===== src/inc/tcs_pkg.sv =====
package tcs_pkg;

    // ----------------------------------------------------------------
    // bus geometry
    // ----------------------------------------------------------------
    localparam int unsigned ADDR_W = 24;
    localparam int unsigned DATA_W = 16;

    // ----------------------------------------------------------------
    // register offsets (byte addresses)
    // ----------------------------------------------------------------
    localparam logic [23:0] OFS_RUN   = 24'hFFFEB0;
    localparam logic [23:0] OFS_LOCK  = 24'hFFFEB1;
    localparam logic [23:0] OFS_CTRL  = 24'hFFFF10;
    localparam logic [23:0] OFS_MODE  = 24'hFFFF11;
    localparam logic [23:0] OFS_IOCTL = 24'hFFFF12;
    localparam logic [23:0] OFS_IRQEN = 24'hFFFF14;
    localparam logic [23:0] OFS_STAT  = 24'hFFFF15;
    localparam logic [23:0] OFS_CNT   = 24'hFFFF16;
    localparam logic [23:0] OFS_GRA   = 24'hFFFF18;

    // ----------------------------------------------------------------
    // field positions
    // ----------------------------------------------------------------
    localparam int unsigned BIT_DIR   = 7;
    localparam int unsigned BIT_UNF   = 5;
    localparam int unsigned BIT_OVF   = 4;
    localparam int unsigned BIT_MCA   = 0;
    localparam int unsigned BIT_DOWN  = 0;
    localparam int unsigned CCLR_LSB  = 5;
    localparam int unsigned CKEG_LSB  = 3;
    localparam int unsigned TPSC_LSB  = 0;
    localparam int unsigned IOA_LSB   = 0;
    localparam int unsigned IOB_LSB   = 4;
    localparam int unsigned CH_COUNT  = 3;

    // ----------------------------------------------------------------
    // field codes
    // ----------------------------------------------------------------
    localparam logic [2:0] CCLR_ON_A     = 3'h1;
    localparam logic [3:0] IOA_CAPT_RISE = 4'h8;

    // ----------------------------------------------------------------
    // prescaler masks, internal clock divided by 1, 4, 16, 64
    // ----------------------------------------------------------------
    localparam int unsigned PSC_W     = 6;
    localparam logic [5:0] PSC_MASK_1  = 6'h00;
    localparam logic [5:0] PSC_MASK_4  = 6'h03;
    localparam logic [5:0] PSC_MASK_16 = 6'h0F;
    localparam logic [5:0] PSC_MASK_64 = 6'h3F;

    // ----------------------------------------------------------------
    // reset values
    // ----------------------------------------------------------------
    localparam logic [15:0] RST_CNT  = 16'h0000;
    localparam logic [15:0] RST_GRA  = 16'h0000;
    localparam logic [7:0]  RST_BYTE = 8'h00;
    localparam logic [15:0] RD_NONE  = 16'h0000;

    // ----------------------------------------------------------------
    // carriers
    // ----------------------------------------------------------------
    typedef struct packed {
        logic [23:0] addr;
        logic [15:0] wdata;
        logic        wr;
        logic        rd;
    } tcs_bus_req_s;

    typedef struct packed {
        logic unf;
        logic ovf;
        logic mca;
        logic any;
    } tcs_irq_s;

    typedef struct packed {
        logic [2:0]  run;
        logic [2:0]  lock;
        logic [2:0]  cclr;
        logic [1:0]  ckeg;
        logic [2:0]  tpsc;
        logic        down;
        logic [3:0]  io_b;
        logic [3:0]  io_a;
        logic        en_u;
        logic        en_v;
        logic        en_a;
        logic        f_u;
        logic        f_v;
        logic        f_a;
        logic [15:0] cnt;
        logic [15:0] gra;
        logic [5:0]  div;
        logic [15:0] rdata;
        tcs_irq_s    irq;
        logic        lock_clr;
    } tcs_state_s;

endpackage


===== src/rtl/tcs_pin_sync.sv =====
`timescale 1ns/1ps

module tcs_pin_sync (
    input  wire logic mclk,
    input  wire logic sys_rst,
    input  wire logic pin,
    output logic      rise
);
    // ----------------------------------------------------------------
    // two-stage synchroniser, edge taken from the second and third stage
    // ----------------------------------------------------------------
    logic meta_r;
    logic sync_r;
    logic last_r;

    always_ff @(posedge mclk or posedge sys_rst) begin
        if (sys_rst) begin
            meta_r <= 1'b0;
            sync_r <= 1'b0;
            last_r <= 1'b0;
            rise   <= 1'b0;
        end else begin
            meta_r <= pin;
            sync_r <= meta_r;
            last_r <= sync_r;
            rise   <= sync_r & ~last_r;
        end
    end
endmodule // tcs_pin_sync


===== src/rtl/tcs_top.sv =====
`timescale 1ns/1ps


module tcs_top (
    input  wire logic                  mclk,
    input  wire logic                  sys_rst,
    input  wire tcs_pkg::tcs_bus_req_s bus_req,
    output logic [15:0]                rdata,
    input  wire logic                  capture_input_pin_a,
    input  wire logic                  lockstep_clear_in,
    output logic                       lockstep_clear_out,
    output logic                       counter_run_ch1,
    output logic                       counter_run_ch2,
    output logic                       underflow_irq_request,
    output logic                       overflow_irq_request,
    output logic                       match_capture_irq_request_a,
    output logic                       irq
);
    import tcs_pkg::*;

    // ----------------------------------------------------------------
    // state
    // ----------------------------------------------------------------
    tcs_state_s state_r;
    tcs_state_s state_nxt;
    logic       pin_rise;

    // ----------------------------------------------------------------
    // capture pin
    // ----------------------------------------------------------------
    tcs_pin_sync u_pin_sync (
        .mclk    (mclk),
        .sys_rst (sys_rst),
        .pin     (capture_input_pin_a),
        .rise    (pin_rise)
    );

    // ----------------------------------------------------------------
    // helpers
    // ----------------------------------------------------------------
    function automatic logic [5:0] psc_mask(input logic [2:0] sel);
        logic [5:0] m;
        m = PSC_MASK_64;
        unique case (sel)
            3'h0:    m = PSC_MASK_1;
            3'h1:    m = PSC_MASK_4;
            3'h2:    m = PSC_MASK_16;
            default: m = PSC_MASK_64;
        endcase
        return m;
    endfunction

    function automatic logic hit(input tcs_bus_req_s r, input logic [23:0] ofs);
        return r.addr == ofs;
    endfunction

    // ----------------------------------------------------------------
    // next state
    // ----------------------------------------------------------------
    logic        tick;
    logic        capt_mode;
    logic        capture;
    logic        match;
    logic        set_u;
    logic        set_v;
    logic        set_a;
    logic        clr_u;
    logic        clr_v;
    logic        clr_a;
    logic        own_clear;
    logic [15:0] cnt_step;
    logic [7:0]  wbyte;

    always_comb begin
        state_nxt = state_r;
        wbyte     = bus_req.wdata[7:0];
        set_u     = 1'b0;
        set_v     = 1'b0;
        set_a     = 1'b0;
        own_clear = 1'b0;
        cnt_step  = state_r.cnt;

        // prescaler only runs with the channel, so a stop freezes phase
        tick = 1'b0;
        if (state_r.run[0]) begin
            if ((state_r.div & psc_mask(state_r.tpsc)) == psc_mask(state_r.tpsc)) begin
                tick          = 1'b1;
                state_nxt.div = '0;
            end else begin
                state_nxt.div = state_r.div + 6'h01;
            end
        end

        capt_mode = state_r.io_a == IOA_CAPT_RISE;
        capture   = capt_mode && pin_rise;
        match     = tick && !capt_mode && (state_r.cnt == state_r.gra);

        // counting, direction from the mode bit
        if (tick) begin
            if (state_r.down) begin
                cnt_step = state_r.cnt - 16'h0001;
                if (state_r.cnt == 16'h0000) begin
                    set_u = 1'b1;
                end
            end else begin
                cnt_step = state_r.cnt + 16'h0001;
                if (state_r.cnt == 16'hFFFF) begin
                    set_v = 1'b1;
                end
            end
        end
        state_nxt.cnt = cnt_step;

        if (match) begin
            set_a = 1'b1;
            if (state_r.cclr == CCLR_ON_A) begin
                own_clear = 1'b1;
            end
        end

        // capture still lands while stopped, only the clear is held off
        if (capture) begin
            state_nxt.gra = state_r.cnt;
            set_a         = 1'b1;
            if (state_r.cclr == CCLR_ON_A && state_r.run[0]) begin
                own_clear = 1'b1;
            end
        end

        if (own_clear) begin
            state_nxt.cnt = RST_CNT;
        end

        // lockstep partner clears join only when this channel is in lockstep
        if (state_r.lock[0] && state_r.run[0] && lockstep_clear_in) begin
            state_nxt.cnt = RST_CNT;
        end
        state_nxt.lock_clr = state_r.lock[0] && own_clear;

        // ------------------------------------------------------------
        // register writes
        // ------------------------------------------------------------
        clr_u = 1'b0;
        clr_v = 1'b0;
        clr_a = 1'b0;
        if (bus_req.wr) begin
            if (hit(bus_req, OFS_RUN)) begin
                // reserved upper bits are not stored
                state_nxt.run = wbyte[CH_COUNT-1:0];
            end
            if (hit(bus_req, OFS_LOCK)) begin
                state_nxt.lock = wbyte[CH_COUNT-1:0];
            end
            if (hit(bus_req, OFS_CTRL)) begin
                state_nxt.cclr = wbyte[CCLR_LSB +: 3];
                state_nxt.ckeg = wbyte[CKEG_LSB +: 2];
                state_nxt.tpsc = wbyte[TPSC_LSB +: 3];
            end
            if (hit(bus_req, OFS_MODE)) begin
                state_nxt.down = wbyte[BIT_DOWN];
            end
            if (hit(bus_req, OFS_IOCTL)) begin
                state_nxt.io_a = wbyte[IOA_LSB +: 4];
                state_nxt.io_b = wbyte[IOB_LSB +: 4];
            end
            if (hit(bus_req, OFS_IRQEN)) begin
                state_nxt.en_u = wbyte[BIT_UNF];
                state_nxt.en_v = wbyte[BIT_OVF];
                state_nxt.en_a = wbyte[BIT_MCA];
            end
            if (hit(bus_req, OFS_STAT)) begin
                clr_u = wbyte[BIT_UNF];
                clr_v = wbyte[BIT_OVF];
                clr_a = wbyte[BIT_MCA];
            end
            // software load beats the count in the same cycle
            if (hit(bus_req, OFS_CNT)) begin
                state_nxt.cnt = bus_req.wdata;
            end
            // a capture in the same cycle keeps the captured value
            if (hit(bus_req, OFS_GRA) && !capture) begin
                state_nxt.gra = bus_req.wdata;
            end
        end

        // set beats write-one clear so no event is lost
        state_nxt.f_u = (state_r.f_u & ~clr_u) | set_u;
        state_nxt.f_v = (state_r.f_v & ~clr_v) | set_v;
        state_nxt.f_a = (state_r.f_a & ~clr_a) | set_a;

        // requests registered from the next flags and enables
        state_nxt.irq.unf = state_nxt.f_u & state_nxt.en_u;
        state_nxt.irq.ovf = state_nxt.f_v & state_nxt.en_v;
        state_nxt.irq.mca = state_nxt.f_a & state_nxt.en_a;
        state_nxt.irq.any = state_nxt.irq.unf | state_nxt.irq.ovf | state_nxt.irq.mca;

        // ------------------------------------------------------------
        // register reads, data valid one cycle only
        // ------------------------------------------------------------
        state_nxt.rdata = RD_NONE;
        if (bus_req.rd) begin
            unique case (bus_req.addr)
                OFS_RUN:   state_nxt.rdata = {13'h0000, state_r.run};
                OFS_LOCK:  state_nxt.rdata = {13'h0000, state_r.lock};
                OFS_CTRL:  state_nxt.rdata = {8'h00, state_r.cclr, state_r.ckeg,
                                              state_r.tpsc};
                OFS_MODE:  state_nxt.rdata = {15'h0000, state_r.down};
                OFS_IOCTL: state_nxt.rdata = {8'h00, state_r.io_b, state_r.io_a};
                OFS_IRQEN: state_nxt.rdata = {10'h000, state_r.en_u, state_r.en_v,
                                              3'h0, state_r.en_a};
                OFS_STAT:  state_nxt.rdata = {8'h00, ~state_r.down, 1'b0,
                                              state_r.f_u, state_r.f_v,
                                              3'h0, state_r.f_a};
                OFS_CNT:   state_nxt.rdata = state_r.cnt;
                OFS_GRA:   state_nxt.rdata = state_r.gra;
                default:   state_nxt.rdata = RD_NONE;
            endcase
        end
    end

    // ----------------------------------------------------------------
    // state register
    // ----------------------------------------------------------------
    always_ff @(posedge mclk or posedge sys_rst) begin
        if (sys_rst) begin
            state_r          <= '0;
            state_r.cnt      <= RST_CNT;
            state_r.gra      <= RST_GRA;
            state_r.rdata    <= RD_NONE;
        end else begin
            state_r <= state_nxt;
        end
    end

    // ----------------------------------------------------------------
    // outputs, all straight from the state register
    // ----------------------------------------------------------------
    assign rdata                       = state_r.rdata;
    assign lockstep_clear_out          = state_r.lock_clr;
    assign counter_run_ch1             = state_r.run[1];
    assign counter_run_ch2             = state_r.run[2];
    assign underflow_irq_request       = state_r.irq.unf;
    assign overflow_irq_request        = state_r.irq.ovf;
    assign match_capture_irq_request_a = state_r.irq.mca;
    assign irq                         = state_r.irq.any;

endmodule // tcs_top


===== config.mk =====
export PLATFORM = sky130hd
export DESIGN_NAME = tcs_top
export DESIGN_NICKNAME = d
export VERILOG_FILES = /design/src/inc/tcs_pkg.sv /design/src/rtl/tcs_pin_sync.sv /design/src/rtl/tcs_top.sv
export SDC_FILE = /design/constraint.sdc
export NUM_CORES = 1
export LEC_CHECK = 0
export ABC_AREA = 1
export BUFFER_PORTS_ARGS = -buffer_cell sky130_fd_sc_hd__buf_4
export CORE_MARGIN = 2
export CORE_UTILIZATION = 38
export CTS_BUF_LIST = sky130_fd_sc_hd__clkbuf_2
export CTS_CLUSTER_DIAMETER = 40
export CTS_CLUSTER_SIZE = 28
export DETAILED_ROUTE_END_ITERATION = 8
export GPL_TIMING_DRIVEN = 0
export REMOVE_ABC_BUFFERS = 1
export SLEW_MARGIN = 15
export SYNTH_ARGS = -nofsm -noshare
export SYNTH_HDL_FRONTEND = slang
export SYNTH_SLANG_ARGS = --single-unit

===== constraint.sdc =====
create_clock -name mclk -period 3.7 [get_ports mclk]
set_input_delay 0.925 -clock mclk [delete_from_list [all_inputs] [get_ports mclk]]
set_output_delay 0.925 -clock mclk [all_outputs]
set_load 0.01 [all_outputs]

# Word-level counts from Yosys, hierarchy flattened

Cells that the tools add are included.

Register bits after elaboration: 92
Bits of input ports: 46
Output and inout port bits: 23
Word-level logic and storage cells: 116

Add/sub/neg operators: 3
Eq/ne operators: 16
Muxes and demuxes: 35
Bitwise gates (word level): 18
Reductions and logical operators: 17

Operators with widths:

| kind                                               | count |
|---|---|
| == test 24 bit, second input constant              | 9 |
| case mux 16 bit (9 select lines)                   | 1 |
| 2-to-1 mux 16 bit                                  | 8 |
| 2-to-1 mux 32 bit                                  | 1 |
| 2-to-1 mux 1 bit                                   | 20 |
| case mux 6 bit (3 select lines)                    | 1 |
| adder 16 x 1 -> 16 bit, second input constant      | 1 |
| == test 16 bit                                     | 1 |
| == test 16 bit, second input constant              | 1 |
| zero test 16 bit                                   | 1 |
| subtractor 16 x 1 -> 16 bit, second input constant | 1 |
| 2-to-1 mux 6 bit                                   | 2 |
| AND reduction 2 bit                                | 5 |
| logical AND 1 bit                                  | 8 |
| AND 1 bit                                          | 7 |
| adder 6 x 1 -> 6 bit, second input constant        | 1 |
| AND 6 bit                                          | 1 |
| == test 3 x 1 -> 1 bit, second input constant      | 2 |
| == test 6 bit                                      | 1 |
| 2-to-1 mux 3 bit                                   | 2 |
| NOT 1 bit                                          | 5 |
| bitwise OR 1 bit                                   | 5 |
| == test 4 bit, second input constant               | 1 |
| == test 3 x 2 -> 1 bit, second input constant      | 1 |
| 2 further kinds                                    | 3 |

# Logic depth before layout (Yosys ltp)

Depth after elaboration: 16
Gate-level depth with buffers: 13

# By module

From an unflattened synthesis, not the netlist that was laid out.

Cell total of the unflattened synthesis: 827
Area total of the unflattened synthesis: 5,938.2 um2

By module, submodules not included:

| module       | instances | cells each | area each (um2) | sequential area each (um2) |
|---|---|---|---|---|
| tcs_top      | 1         | 820        | 5,824.3         | 2,202.1 |
| tcs_pin_sync | 1         | 7          | 113.9           | 100.1 |

# Least setup slack after synthesis

No wires, ideal clock.

Path kind: input -> register
From: in bus_req[40] in the netlist's numbering
To: reg state_r[48] in the netlist's numbering
Setup time: 0.123 ns
Arrival time: 2.086 ns
Required time: 3.577 ns
Path slack: 1.491 ns
Stages: 9
Path buffers: 1
Cells stage by stage: nand4_1 or2_2 nor2_1 nand3_1 nand2_1 nor2_1 buf_4 o21ai_0 nand2_1

RTL lines:

| element              | line           | source |
|---|---|---|
| start, declared      | tcs_top.sv:7   | `input wire tcs_pkg::tcs_bus_req_s bus_req,` |
| end signal, assigned | tcs_top.sv:231 | `state_r <= state_nxt;` |
| end, declared        | tcs_top.sv:24  | `tcs_state_s state_r;` |

==> qor.csv <==
stage,metric,value,unit
placed_design,post-detail-place hpwl,12000,microns
drt,WL/cell,15.3,microns
logic_synthesis,post-synthesis sequential area ratio,39.0,%
drt,initial drt markers,379,
global_routing,GR Util met1,29.2,%
global_routing,initial antenna violation count,1,
global_routing,GRT met3 Usage,2.54,%
timing,fin worst setup slack,784,ps
global_routing,vias in the first global route,5118,
finish,area grow syn2layout,11.4,%
drt,total number of vias,5440,
clocking,TritonCTS clock tree,built,
timing,RSZ-0062 raised after global routing,no,
min_path,HP Class,in -> async,
clocking,"Hold-fix buffers, CTS",0,
logic_synthesis,Synth async-reset ratio,100,%
logic_synthesis,Netlist Area Pre-Place,5910,sq um
logic_synthesis,Synth area leaders,"dfrtp_1 39%, nand2_1 14%, inv_1 6.8%",
setup_path,"Arr. time, crit path",3470,ps
global_routing,pin count of the biggest net entering global routing,57,
setup_path,Startpoint Class,flip-flop,
floorplan,# rows,45,
clocking,Root Driver,clkbuf_2,
timing,clk_skew,56.0,ps
global_routing,most crowded layer after global routing,met2,
finish,layout net count,929,
pwr,PwrDens,256,nW/um^2
timing,Fin Hold WS,272,ps
logic_synthesis,top_reg_cell synth,dfrtp_1,
timing,Slew @ Worst Pin,1050,ps
pwr,Leak Pwr,3.25,nW
clocking,Resized cells post-CTS,0,
timing,Max Slew Vio Count,0,
floorplan,I/O pin cnt,69,
logic_synthesis,Yosys warning count,0,
logic_synthesis,Synth Instances,823,
drt,DRC viols,0,
clocking,H-tree Lvls,3,
logic_synthesis,Syn Area/Cell,7.18,sq um
clocking,"Clk Latency, worst-skew pair",650,ps
placed_design,Port Buffers,68,
placed_design,Placer Congestion,0.926,
timing,Max-slew headroom,29.4,%
clocking,clock transition at the registers of the reported paths,320,ps
global_routing,met2 global-route usage,32.9,%
pwr,VDD IR max,0.129,mV
clocking,Inserted Clock Buffers,9,
timing,period utilisation layout,78.8,%
timing,post-layout minimum cycle time,2920,ps
clocking,"Setup Fix Bufs, Post-CTS",0,
timing,final hold viol count,0,
drt,Initial DRT Pass Iterations,5,
setup_path,crit path capture type,flip-flop,
timing,Fin Setup TNS,0,ps
logic_synthesis,top cell type by total area after synthesis,dfrtp_1,
clocking,Max Root-Sink Buffers,2,
status,status,"finished, final reports clean",
floorplan,die width,129,microns
drt,routed wire length,16300,microns
global_routing,GR Overflow Total,0,
timing,final setup vio count,0,
global_routing,Tot GR Track Use,20.5,%
drt,Vias/cell,5.13,
logic_synthesis,Yosys top cell area share,39.0,%
logic_synthesis,"Distinct cells, synth",40,
floorplan,total core area,15200,sq um
drt,number of routed nets with antenna violations,0,
floorplan,Die Height,129,microns
timing,fmax,343,MHz
run,maxcap violations,0,
logic_synthesis,"EDFF count, synth",0,
setup_path,crit-path max FO,21,
global_routing,first-pass GRT wire length,26300,microns
clocking,clk sinks,92,
setup_path,critical path class,reg -> reg,
placed_design,Post-Place Worst Slack,227,ps
floorplan,die area,16600,sq um
logic_synthesis,synthesis-stage register bit count,92,
floorplan,Initial Util,38.9,%
setup_path,CP required,4250,ps
finish,share of layout cells above drive strength 1,13.5,%
layer usage:
| metal | routed length (microns) | vias to the layer above |
|---|---|---|
| met1 | 7700 | 2509 |
| li1 | - | 2762 |
| met4 | 242 | 0 |
| met5 | 0 | - |
| met2 | 7420 | 152 |
| met3 | 915 | 17 |
layout by cell type (no fill, tap or decap), types with 2 or more instances in the layout:
cell        n
nand2_1   227
inv_1     106
dfrtp_1    92
nand3_1    78
buf_4      68
nor2_1     67
o21ai_0    65
nand4_1    27
o211ai_1   17
nor2_2     15
ha_1       15
a21oi_1    11
nor3_1      9
clkbuf_2    9
o22ai_1     8
xor2_1      7
o21ai_1     7
o21bai_1    4
nand2_2     3
nand3_2     3
or2_2       3
inv_8       3
nor3_4      2
nand3_4     2
nand3b_1    2
a21o_1      2
clkinv_1    2
xnor2_1     2
cells by family (layout without fill, tap and decap cells):
family	count (synthesis)	after routing	share of synthesized area (%)
AO/OA/AOI/OAI	116	116	11.1
other	0	1	0
adder cells (fa/ha/maj)	16	16	3.51
buffers and inverters	146	195	11.1
XOR/XNOR	9	9	1.33
flip-flops	92	92	39.0
AND/OR/NAND/NOR	444	444	34.0
synth_stat cells, types with 7 or more instances:
library cell / count
nor2_2: 14
o211ai_1: 17
nand3_1: 78
buf_4: 19
a21oi_1: 11
nor2_1: 68
clkbuf_1: 8
nor3_1: 9
nand2_1: 227
xor2_1: 7
dfrtp_1: 92
inv_1: 107
o21ai_0: 65
o21ai_1: 7
o22ai_1: 8
ha_1: 15
nand4_1: 27
final cells by class:
class,instances,area [sq um]
clock inverter,7,88.8
multi-input combinational,585,2950
timing repair buffer,69,538
fill,1624,8620
antenna,1,2.50
tap,188,235
sequential,92,2300
inverter,110,415
clock buffer,9,45.0
critical path, cell delays in order, from the launching register on:
cell and delay (ps):
dfrtp_1 480, nand2_1 110, nand2_1 60, nand2_1 50, nand2_1 60, nand2_1 610
clkinv_1 820, nand3_1 340, o21ai_0 120, nand2_1 100, nand2_1 60
power breakdown:
part	total, W	leakage, nW	internal (W)	switching [W]
Sequential	0.00101	1.18	0.00101	0.000000888
Combinational	0.0000953	1.99	0.0000388	0.0000565
Clock	0.000576	0.0785	0.000175	0.000401
through the flow:
step	instance area, sq um	std cells	util, %	total power [W]
2_1_floorplan	5670	787	-	0.00106
3_3_place_gp	6410	1043	42.2	0.00112
3_5_place_dp	6440	1044	42.4	0.00113
4_1_cts	6580	1060	43.3	0.00170
5_1_grt	6580	1061	43.3	0.00175
6_report	6580	1061	43.3	0.00168
worst paths after layout:
path | start | to | slack [ps] | cells past startpoint
min reg2reg | u_pin_sync.meta_r | u_pin_sync.sync_r | 390 | 0
max in group asynchronous | sys_rst | lockstep_clear_out | 2810 | 3
max reg2reg | state_r[21] | state_r[54] | 780 | 10
min | sys_rst | state_r[33] | 270 | 2
max | state_r[21] | state_r[54] | 780 | 10
min in group mclk | capture_input_pin_a | u_pin_sync.meta_r | 380 | 1
sequential cells by signal, summed over array words and instances, names as in the netlist:
signal / count
counter_run_ch1: 1
counter_run_ch2: 1
irq: 1
lockstep_clear_out: 1
match_capture_irq_request_a: 1
overflow_irq_request: 1
rdata: 16
state_r: 65
u_pin_sync.last_r: 1
u_pin_sync.meta_r: 1
u_pin_sync.rise: 1
u_pin_sync.sync_r: 1
underflow_irq_request: 1
No activity file was read; power rests on OpenSTA's default activity.
